## src/logic/ict_pkg.sv

```systemverilog
// Package of timing constants and encodings for the instruction cycle timer
package ict_pkg;
    localparam int unsigned CLK_PERIOD_PS = 5000;
    localparam int unsigned CNT_W = 8;
    localparam int unsigned OP_W = 5;
    localparam int unsigned N_W = 3;
    // Operation classes
    typedef enum logic [4:0] {
        OP_WORD_ADD = 5'h00,
        OP_WORD_SUBTRACT = 5'h01,
        OP_WORD_COMPARE = 5'h02,
        OP_UNSIGNED_MULTIPLY = 5'h03,
        OP_UNSIGNED_DIVIDE = 5'h04,
        OP_BYTE_INCDEC = 5'h05,
        OP_PAIR_INCDEC = 5'h06,
        OP_BYTE_SHIFT = 5'h07,
        OP_PAIR_SHIFT = 5'h08,
        OP_NIBBLE_ROTATE_RIGHT = 5'h09,
        OP_NIBBLE_ROTATE_LEFT = 5'h0A,
        OP_DECIMAL_ADJUST = 5'h0B,
        OP_CARRY_FLAG_OP = 5'h0C,
        OP_BIT_SAVE = 5'h0D,
        OP_SUBROUTINE_RETURN = 5'h0E,
        OP_SP_LOAD_IMM = 5'h0F,
        OP_SP_INCDEC = 5'h10,
        OP_BRANCH_IF_CARRY = 5'h11
    } ict_op_type;
    // Memory areas
    typedef enum logic [1:0] {
        AREA_DUAL_PORT_RAM = 2'h0,
        AREA_OTHER_INTERNAL_RAM = 2'h1,
        AREA_SFR = 2'h2,
        AREA_EXTERNAL_MEMORY = 2'h3
    } ict_area_type;
    // Fast fetch cycle counts
    localparam logic [7:0] F_WORD_ADD = 8'h04;
    localparam logic [7:0] F_WORD_CMP = 8'h03;
    localparam logic [7:0] F_MUL = 8'h16;
    localparam logic [7:0] F_DIV = 8'h4A;
    localparam logic [7:0] F_BYTE_INCDEC = 8'h02;
    localparam logic [7:0] F_SHIFT_BASE = 8'h03;
    localparam logic [7:0] F_NRR_DUAL_PORT_RAM_AREA = 8'h18;
    localparam logic [7:0] F_NRR_OTHER = 8'h20;
    localparam logic [7:0] F_NRL_DUAL_PORT_RAM_AREA = 8'h19;
    localparam logic [7:0] F_NRL_OTHER = 8'h21;
    localparam logic [7:0] F_CARRY_OP = 8'h02;
    localparam logic [7:0] F_BIT_SAVE_DUAL_PORT_RAM_AREA = 8'h03;
    localparam logic [7:0] F_BIT_SAVE_OTHER = 8'h07;
    localparam logic [7:0] F_SP_LOAD = 8'h08;
    localparam logic [7:0] F_SP_INCDEC = 8'h05;
    localparam logic [7:0] F_BR_NOT = 8'h02;
    localparam logic [7:0] F_BR_INT = 8'h04;
    localparam logic [7:0] F_BR_EXT = 8'h06;
    // External fetch cycle counts
    localparam logic [7:0] X_WORD_ADD = 8'h09;
    localparam logic [7:0] X_WORD_CMP = 8'h09;
    localparam logic [7:0] X_MUL = 8'h18;
    localparam logic [7:0] X_DIV = 8'h4C;
    localparam logic [7:0] X_BYTE_INCDEC = 8'h03;
    localparam logic [7:0] X_SHIFT_BASE = 8'h05;
    localparam logic [7:0] X_NRR_DUAL_PORT_RAM_AREA = 8'h1A;
    localparam logic [7:0] X_NRR_OTHER = 8'h22;
    localparam logic [7:0] X_NRL_DUAL_PORT_RAM_AREA = 8'h1B;
    localparam logic [7:0] X_NRL_OTHER = 8'h23;
    localparam logic [7:0] X_CARRY_OP = 8'h03;
    localparam logic [7:0] X_BIT_SAVE_DUAL_PORT_RAM_AREA = 8'h06;
    localparam logic [7:0] X_BIT_SAVE_OTHER = 8'h0B;
    localparam logic [7:0] X_SP_LOAD = 8'h0C;
    localparam logic [7:0] X_SP_INCDEC = 8'h07;
    localparam logic [7:0] X_BR_NOT = 8'h06;
    localparam logic [7:0] X_BR_INT = 8'h07;
    localparam logic [7:0] X_BR_EXT = 8'h09;
    // Common counts
    localparam logic [7:0] PAIR_INCDEC = 8'h03;
    localparam logic [7:0] DEC_ADJUST = 8'h03;
    localparam logic [7:0] RET_DUAL_PORT_RAM_AREA = 8'h0A;
    localparam logic [7:0] RET_OTHER = 8'h0E;
    localparam logic [7:0] SHIFT_BYTE_STEP = 8'h02;
    localparam logic [7:0] SHIFT_PAIR_STEP = 8'h03;
    localparam logic [7:0] ONE = 8'h01;
endpackage

```

## src/logic/ict_cycle_lut.sv

```systemverilog
// Cycle count lookup per operation, fetch mode and area
`timescale 1ns/1ps
`default_nettype none
module ict_cycle_lut
(
    // Request
    input wire ict_pkg::ict_op_type op,
    input wire logic fast,
    input wire ict_pkg::ict_area_type area,
    input wire logic [ict_pkg::N_W-1:0] shift_n,
    input wire logic taken,
    input wire logic target_ext,
    input wire logic align_odd,
    // Result
    output logic [ict_pkg::CNT_W-1:0] cycles,
    output logic illegal
);
    logic [7:0] n8;
    logic dual_port_ram_area;
    assign n8 = {5'h00, shift_n};
    assign dual_port_ram_area = (area == ict_pkg::AREA_DUAL_PORT_RAM);
    always_comb
    begin
        cycles = ict_pkg::ONE;
        illegal = 1'b0;
        case (op)
            ict_pkg::OP_WORD_ADD, ict_pkg::OP_WORD_SUBTRACT:
                cycles = fast ? ict_pkg::F_WORD_ADD : ict_pkg::X_WORD_ADD;
            ict_pkg::OP_WORD_COMPARE:
                cycles = fast ? ict_pkg::F_WORD_CMP : ict_pkg::X_WORD_CMP;
            ict_pkg::OP_UNSIGNED_MULTIPLY:
                cycles = fast ? ict_pkg::F_MUL : ict_pkg::X_MUL;
            ict_pkg::OP_UNSIGNED_DIVIDE:
                cycles = fast ? ict_pkg::F_DIV : ict_pkg::X_DIV;
            ict_pkg::OP_BYTE_INCDEC:
                cycles = fast ? ict_pkg::F_BYTE_INCDEC : ict_pkg::X_BYTE_INCDEC;
            ict_pkg::OP_PAIR_INCDEC:
                cycles = ict_pkg::PAIR_INCDEC;
            ict_pkg::OP_BYTE_SHIFT:
                cycles = 8'((fast ? ict_pkg::F_SHIFT_BASE : ict_pkg::X_SHIFT_BASE)
                    + ict_pkg::SHIFT_BYTE_STEP * n8);
            ict_pkg::OP_PAIR_SHIFT:
                cycles = 8'((fast ? ict_pkg::F_SHIFT_BASE : ict_pkg::X_SHIFT_BASE)
                    + ict_pkg::SHIFT_PAIR_STEP * n8);
            ict_pkg::OP_NIBBLE_ROTATE_RIGHT:
                if (fast)
                    cycles = dual_port_ram_area ? ict_pkg::F_NRR_DUAL_PORT_RAM_AREA : ict_pkg::F_NRR_OTHER;
                else
                    cycles = dual_port_ram_area ? ict_pkg::X_NRR_DUAL_PORT_RAM_AREA : ict_pkg::X_NRR_OTHER;
            ict_pkg::OP_NIBBLE_ROTATE_LEFT:
                if (fast)
                    cycles = dual_port_ram_area ? ict_pkg::F_NRL_DUAL_PORT_RAM_AREA : ict_pkg::F_NRL_OTHER;
                else
                    cycles = dual_port_ram_area ? ict_pkg::X_NRL_DUAL_PORT_RAM_AREA : ict_pkg::X_NRL_OTHER;
            ict_pkg::OP_DECIMAL_ADJUST:
                cycles = ict_pkg::DEC_ADJUST;
            ict_pkg::OP_CARRY_FLAG_OP:
                cycles = fast ? ict_pkg::F_CARRY_OP : ict_pkg::X_CARRY_OP;
            ict_pkg::OP_BIT_SAVE:
                if (fast)
                    cycles = dual_port_ram_area ? ict_pkg::F_BIT_SAVE_DUAL_PORT_RAM_AREA : ict_pkg::F_BIT_SAVE_OTHER;
                else
                    cycles = dual_port_ram_area ? ict_pkg::X_BIT_SAVE_DUAL_PORT_RAM_AREA : ict_pkg::X_BIT_SAVE_OTHER;
            ict_pkg::OP_SUBROUTINE_RETURN:
                // Slash pair picked by stack alignment
                cycles = 8'((dual_port_ram_area ? ict_pkg::RET_DUAL_PORT_RAM_AREA : ict_pkg::RET_OTHER)
                    + {7'h00, align_odd});
            ict_pkg::OP_SP_LOAD_IMM:
                cycles = fast ? ict_pkg::F_SP_LOAD : ict_pkg::X_SP_LOAD;
            ict_pkg::OP_SP_INCDEC:
                cycles = fast ? ict_pkg::F_SP_INCDEC : ict_pkg::X_SP_INCDEC;
            ict_pkg::OP_BRANCH_IF_CARRY:
                if (!taken)
                    cycles = fast ? ict_pkg::F_BR_NOT : ict_pkg::X_BR_NOT;
                else if (target_ext)
                    cycles = fast ? ict_pkg::F_BR_EXT : ict_pkg::X_BR_EXT;
                else
                    cycles = fast ? ict_pkg::F_BR_INT : ict_pkg::X_BR_INT;
            default:
                illegal = 1'b1;
        endcase
    end
endmodule
`default_nettype wire

```

## src/logic/ict_sync.sv

```systemverilog
// Two-flop synchroniser for the fast-fetch level
`timescale 1ns/1ps
`default_nettype none
module ict_sync
(
    // Clock
    input wire logic clk_sys,
    input wire logic rst,
    input wire logic ce,
    // Level
    input wire logic din,
    output logic dout
);
    logic meta_q;
    logic sync_q;
    always_ff @(posedge clk_sys)
    begin
        if (rst)
        begin
            meta_q <= 1'b0;
            sync_q <= 1'b0;
        end
        else if (ce)
        begin
            meta_q <= din;
            sync_q <= meta_q;
        end
    end
    assign dout = sync_q;
endmodule
`default_nettype wire

```

## src/logic/ict_timer.sv

```systemverilog
// Instruction cycle timer top
`timescale 1ns/1ps
`default_nettype none
module ict_timer
(
    // Clock and reset
    input wire logic clk_sys,
    input wire logic rst,
    input wire logic ce,
    // Fetch mode and EEPROM area pins
    input wire logic fast_fetch_select,
    input wire logic fetch_from_internal_rom,
    input wire logic eeprom_area,
    // Instruction issue
    input wire logic issue,
    input wire ict_pkg::ict_op_type op,
    input wire ict_pkg::ict_area_type area,
    input wire logic [ict_pkg::N_W-1:0] shift_n,
    input wire logic taken,
    input wire logic target_ext,
    input wire logic stack_odd,
    // Status
    output logic busy,
    output logic done,
    output logic fault,
    output logic [ict_pkg::CNT_W-1:0] last_cycles
);
    typedef enum logic [1:0] {
        ST_IDLE = 2'b01,
        ST_RUN = 2'b10
    } ict_state_type;

    ict_state_type state_q;
    logic fast_sync;
    logic fast_eff;
    logic [ict_pkg::CNT_W-1:0] lut_cycles;
    logic lut_illegal;
    logic bad_area;
    logic [ict_pkg::CNT_W-1:0] remain_q;
    logic [ict_pkg::CNT_W-1:0] elapsed_q;
    logic accept;

    ict_sync u_sync
    (
        .clk_sys(clk_sys),
        .rst(rst),
        .ce(ce),
        .din(fast_fetch_select),
        .dout(fast_sync)
    );

    // Internal ROM with select clear falls back to external counts
    assign fast_eff = fast_sync & fetch_from_internal_rom;

    ict_cycle_lut u_lut
    (
        .op(op),
        .fast(fast_eff),
        .area(area),
        .shift_n(shift_n),
        .taken(taken),
        .target_ext(target_ext),
        .align_odd(stack_odd),
        .cycles(lut_cycles),
        .illegal(lut_illegal)
    );

    // Nibble rotates refused on the EEPROM area
    assign bad_area = eeprom_area && (op == ict_pkg::OP_NIBBLE_ROTATE_RIGHT
        || op == ict_pkg::OP_NIBBLE_ROTATE_LEFT);
    assign accept = ce && issue && (state_q == ST_IDLE);

    always_ff @(posedge clk_sys)
    begin
        if (rst)
            state_q <= ST_IDLE;
        else if (ce)
        begin
            case (state_q)
                ST_IDLE:
                    if (issue && !bad_area && !lut_illegal && lut_cycles > ict_pkg::ONE)
                        state_q <= ST_RUN;
                ST_RUN:
                    if (remain_q == ict_pkg::ONE)
                        state_q <= ST_IDLE;
                default:
                    state_q <= ST_IDLE;
            endcase
        end
    end

    // One decrement per clock period with ce high
    always_ff @(posedge clk_sys)
    begin
        if (rst)
        begin
            remain_q <= '0;
            elapsed_q <= '0;
        end
        else if (ce)
        begin
            if (accept && !bad_area && !lut_illegal)
            begin
                remain_q <= lut_cycles - ict_pkg::ONE;
                elapsed_q <= ict_pkg::ONE;
            end
            else if (state_q == ST_RUN)
            begin
                remain_q <= remain_q - ict_pkg::ONE;
                elapsed_q <= elapsed_q + ict_pkg::ONE;
            end
        end
    end

    always_ff @(posedge clk_sys)
    begin
        if (rst)
        begin
            busy <= 1'b0;
            done <= 1'b0;
            fault <= 1'b0;
            last_cycles <= '0;
        end
        else if (ce)
        begin
            done <= 1'b0;
            fault <= 1'b0;
            if (accept && (bad_area || lut_illegal))
                fault <= 1'b1;
            else if (accept && lut_cycles == ict_pkg::ONE)
            begin
                done <= 1'b1;
                last_cycles <= lut_cycles;
            end
            else if (accept)
                busy <= 1'b1;
            else if (state_q == ST_RUN && remain_q == ict_pkg::ONE)
            begin
                busy <= 1'b0;
                done <= 1'b1;
                last_cycles <= 8'(elapsed_q + ict_pkg::ONE);
            end
        end
    end

    AST_DURATION: assert property (@(posedge clk_sys) disable iff (rst)
        $rose(busy) |-> (state_q == ST_RUN) && (remain_q != '0))
        else $error("busy rise malformed");
    AST_DONE_COUNT: assert property (@(posedge clk_sys) disable iff (rst)
        (done && ce) |-> last_cycles != '0)
        else $error("done with zero cycles");
    AST_NO_EEPROM_NIBBLE: assert property (@(posedge clk_sys) disable iff (rst)
        (accept && bad_area) |=> fault && !busy)
        else $error("nibble rotate on eeprom not refused");
    AST_WORD_ADD: assert property (@(posedge clk_sys) disable iff (rst)
        (op == ict_pkg::OP_WORD_ADD) |-> lut_cycles == (fast_eff ? 8'h04 : 8'h09))
        else $error("word add count wrong");
    AST_MUL: assert property (@(posedge clk_sys) disable iff (rst)
        (op == ict_pkg::OP_UNSIGNED_MULTIPLY) |-> lut_cycles == (fast_eff ? 8'h16 : 8'h18))
        else $error("multiply count wrong");
    AST_FALLBACK: assert property (@(posedge clk_sys) disable iff (rst)
        (!fast_sync && op == ict_pkg::OP_BRANCH_IF_CARRY && !taken) |-> lut_cycles == 8'h06)
        else $error("fallback count wrong");
    AST_SHIFT: assert property (@(posedge clk_sys) disable iff (rst)
        (op == ict_pkg::OP_PAIR_SHIFT && fast_eff)
        |-> lut_cycles == 8'(8'h03 + 8'h03 * {5'h00, shift_n}))
        else $error("pair shift count wrong");
    AST_RETURN: assert property (@(posedge clk_sys) disable iff (rst)
        (op == ict_pkg::OP_SUBROUTINE_RETURN && area == ict_pkg::AREA_DUAL_PORT_RAM)
        |-> lut_cycles == (stack_odd ? 8'h0B : 8'h0A))
        else $error("return count wrong");
    AST_DECIMAL: assert property (@(posedge clk_sys) disable iff (rst)
        (op == ict_pkg::OP_DECIMAL_ADJUST) |-> lut_cycles == 8'h03)
        else $error("decimal adjust count wrong");
    AST_END: assert property (@(posedge clk_sys) disable iff (rst)
        (ce && state_q == ST_RUN && remain_q == ict_pkg::ONE) |=> done && !busy)
        else $error("run end missed");
endmodule
`default_nettype wire

```

## config.mk

```make
export PLATFORM = sky130hd
export DESIGN_NAME = ict_timer
export DESIGN_NICKNAME = d
export VERILOG_FILES = /design/src/logic/ict_pkg.sv /design/src/logic/ict_cycle_lut.sv /design/src/logic/ict_sync.sv /design/src/logic/ict_timer.sv
export SDC_FILE = /design/constraint.sdc
export NUM_CORES = 1
export LEC_CHECK = 0
export ABC_AREA = 1
export BUFFER_PORTS_ARGS = -buffer_cell sky130_fd_sc_hd__buf_4
export CORE_AREA = 2 2 139 73
export DETAILED_ROUTE_END_ITERATION = 12
export DIE_AREA = 0 0 141 75
export SLEW_MARGIN = 0
export SYNTH_ARGS = -nofsm -noshare
export SYNTH_HDL_FRONTEND = slang
export SYNTH_HIERARCHICAL = 1
export SYNTH_SLANG_ARGS = --single-unit
```

## constraint.sdc

```tcl
create_clock -name clk_sys -period 4.57 [get_ports clk_sys]
set_clock_uncertainty 0.2 [all_clocks]
set_input_delay 0.2285 -clock clk_sys [delete_from_list [all_inputs] [get_ports clk_sys]]
set_output_delay 0.2285 -clock clk_sys [all_outputs]
set_load 0.01 [all_outputs]
```

==> run metrics <==
status=completed; clock-pin transition on the worst setup and hold timing paths=0.05 ns; TritonCTS Buffers=5; EDFF count, synth=0; Worst Hold Class=in2reg; Finished Layout Cells=622; worst-skew pair later-pin latency=0.27 ns; fmax=0.261 GHz; Final Hold Fails=0; RePlAce Congestion=0.852; DR WL/cell=10.4 um; CP max-delay cell=fa_1; Total Wirelength=6450 um; Reg power frac=32.2%; Fin Setup TNS=0 ns; CP max stage delay=0.54 ns; drt drc=0; CP required=4.54 ns; Post-synth ARST share=0%; Seq/Total Area, Yosys=22.5%; CTS tree=built; Port Buffers=30; Detailed Route Iter0 Violations=128; die area=10600 um^2; Synth Cell Area=2760 um^2; commonest non-fill, non-tap cell in the layout=nand2_1; clk root buf=clkbuf_16; post-synthesis register bit count=31; Initial Util=29.7%; post-placement cell count=614; # IOs=31; largest net degree at the start of global routing=19; Final Net Count=538; max-slew violation count=0; r2r setup slk=0.74 ns; Crit. End Element=flop; Avg Cell Area, Syn=5.87 um^2; post_cts resized=0; post-layout util=35.0%; initial antenna violation count=0; CP Class=reg2reg; PwrDens=276 nW/um^2; clock share of power=43.7%; share of the synthesized area in the top cell type=22.5%; final setup violation count=0; Worst setup SP type=flop; First-pass DRT Iterations=4; Clock H-tree levels=2; biggest area consumer among synthesized cells=dfxtp_1; clk buf depth=2; Synth Warn #=6; Vias=2756; Unique masters post-synth=31; critical path arrival=3.80 ns; Final Cycle Share=83.7%; most area-consuming cells after synthesis=dfxtp_1 22%, nand2_1 21%, inv_1 9.2%, nor2_1 9.1%, nand3_1 6.9%; chip height=75 um; layout overhead on the synthesized area=17.7%; most frequent cells in the layout=156 x nand2_1, 68 x inv_1, 67 x nor2_1; Pleak=1.68 nW; Core ar.=9290 um^2; share of cells above drive strength 1=11.6%; syn_nets=509; Max Cap Viol=0; Setup Fix Bufs, Post-CTS=0; grt ovf=0; worst-path maximum fanout=12; Routed Antenna Nets=0; Rows=25; Top FF cell, synth=dfxtp_1; combinational power share=24.1%; RSZ-0062 raised after global routing=no; gr usage total=13.0%; Critical Path, Cell by Cell=nand2_1 > inv_1 > inv_1 > fa_1 > fa_1 > xnor2_1 > o21ai_1 > nor2_1 > nand3b_1 > nor2_1 > nand2_1 > nor2_1 > nor2_1 > inv_1 > nand2_1 > nor2_2 > nand2_1 > nand2_1 > nor2_1; Die X=141 um; number of hold buffers added after CTS=0; vias in the first global route=2564; sw frac=29.2%; Peak VDD IR=0.000106 V; switching pwr=0.263 mW; Clock Sinks=31; HPWL Detailed=5070 um; first-pass GRT wire length=11200 um; vias per cell=4.43; fin crit period=3.83 ns; n_diodes=0; Pint=0.635 mW; Syn Inst Count=471
-- cell type report --
cell class,count,area (um^2)
fillers,996,6040
multi-input cells,362,1820
flip-flops and latches,31,621
inverters,70,263
repair buffers,30,225
well taps,121,151
clock buffers,6,139
clock inverters,2,35.0
-- stage by stage --
stage	instance area, um^2	power, mW	hold slack, ns	setup WS, ns
final	3250	0.898	0.0395	0.743
after global routing	3250	0.954	0.0668	0.190
after CTS	3250	0.906	0.0424	0.749
after detailed placement	3080	0.511	0.245	0.713
after global placement	3080	0.511	0.240	0.810
after floorplan	2760	0.453	0.158	1.26
-- flip-flops by register name, indices dropped and copies added (netlist names) --
signal and cells:
last_cycles 8, u_sync/dout 1, fault 1, state_q 2, u_sync/meta_q 1, remain_q 8, busy 1, done 1
elapsed_q 8
-- critical path: cells and delay by family, from the launching register on --
kind | cells | cell delay (ns)
XOR/XNOR | 1 | 0.16
buffers and inverters | 3 | 0.51
AND/OR/NAND/NOR | 12 | 1.49
flip-flops | 1 | 0.30
adder cells (fa/ha/maj) | 2 | 0.99
AO/OA/AOI/OAI | 1 | 0.07
-- power groups by stage --
stage / clock (mW) / combinational (mW) / sequential [mW]
after floorplan: 0 / 0.157 / 0.296
after global placement: 0 / 0.216 / 0.295
after detailed placement: 0 / 0.216 / 0.295
after CTS: 0.400 / 0.217 / 0.289
after global routing: 0.412 / 0.252 / 0.291
final: 0.392 / 0.217 / 0.289
-- worst paths after layout --
path / endpoint / cells past startpoint / start
hold / removal: u_sync/meta_q / 5 / fast_fetch_select
hold reg to reg: busy / 2 / busy
setup / recovery: last_cycles[5] / 19 / u_sync/dout
setup reg to reg: last_cycles[5] / 19 / u_sync/dout
-- metal layers --
layer	global-route usage (%)	vias up	part of all wire [%]
met1	16.4	1197	50
met2	23.7	28	46
met5	0	-	0
met4	3.44	0	0.96
li1	-	1524	-
met3	2.10	7	3.4
-- cell usage after synthesis (2+ instances only) --
| library cell | instances |
|---|---|
| a21oi_2 | 3 |
| nand3b_1 | 4 |
| a21oi_1 | 26 |
| inv_1 | 68 |
| o21ai_1 | 4 |
| xnor2_1 | 4 |
| o21ai_0 | 10 |
| o211ai_1 | 2 |
| dfxtp_1 | 31 |
| fa_1 | 4 |
| buf_6 | 2 |
| inv_2 | 2 |
| nand2_1 | 156 |
| clkbuf_1 | 3 |
| nand3_1 | 38 |
| nand4_1 | 5 |
| xor2_1 | 7 |
| buf_4 | 2 |
| ha_1 | 14 |
| nand2_2 | 4 |
| nor2_1 | 67 |
| nor2_2 | 6 |
-- cell families (layout without fill, tap and decap cells) --
| family | Yosys count | count (layout) | share of synthesized area, % |
|---|---|---|---|
| DFF | 31 | 31 | 22.5 |
| adders and majority gates | 18 | 18 | 9.24 |
| AOI/OAI and AO/OA | 48 | 48 | 9.60 |
| other | 1 | 1 | 0.136 |
| buffers and inverters | 78 | 108 | 11.8 |
| xor gates and xnor gates | 11 | 11 | 3.49 |
| and+or+nand+nor | 284 | 284 | 43.3 |
(Power assumes the default switching activity.)
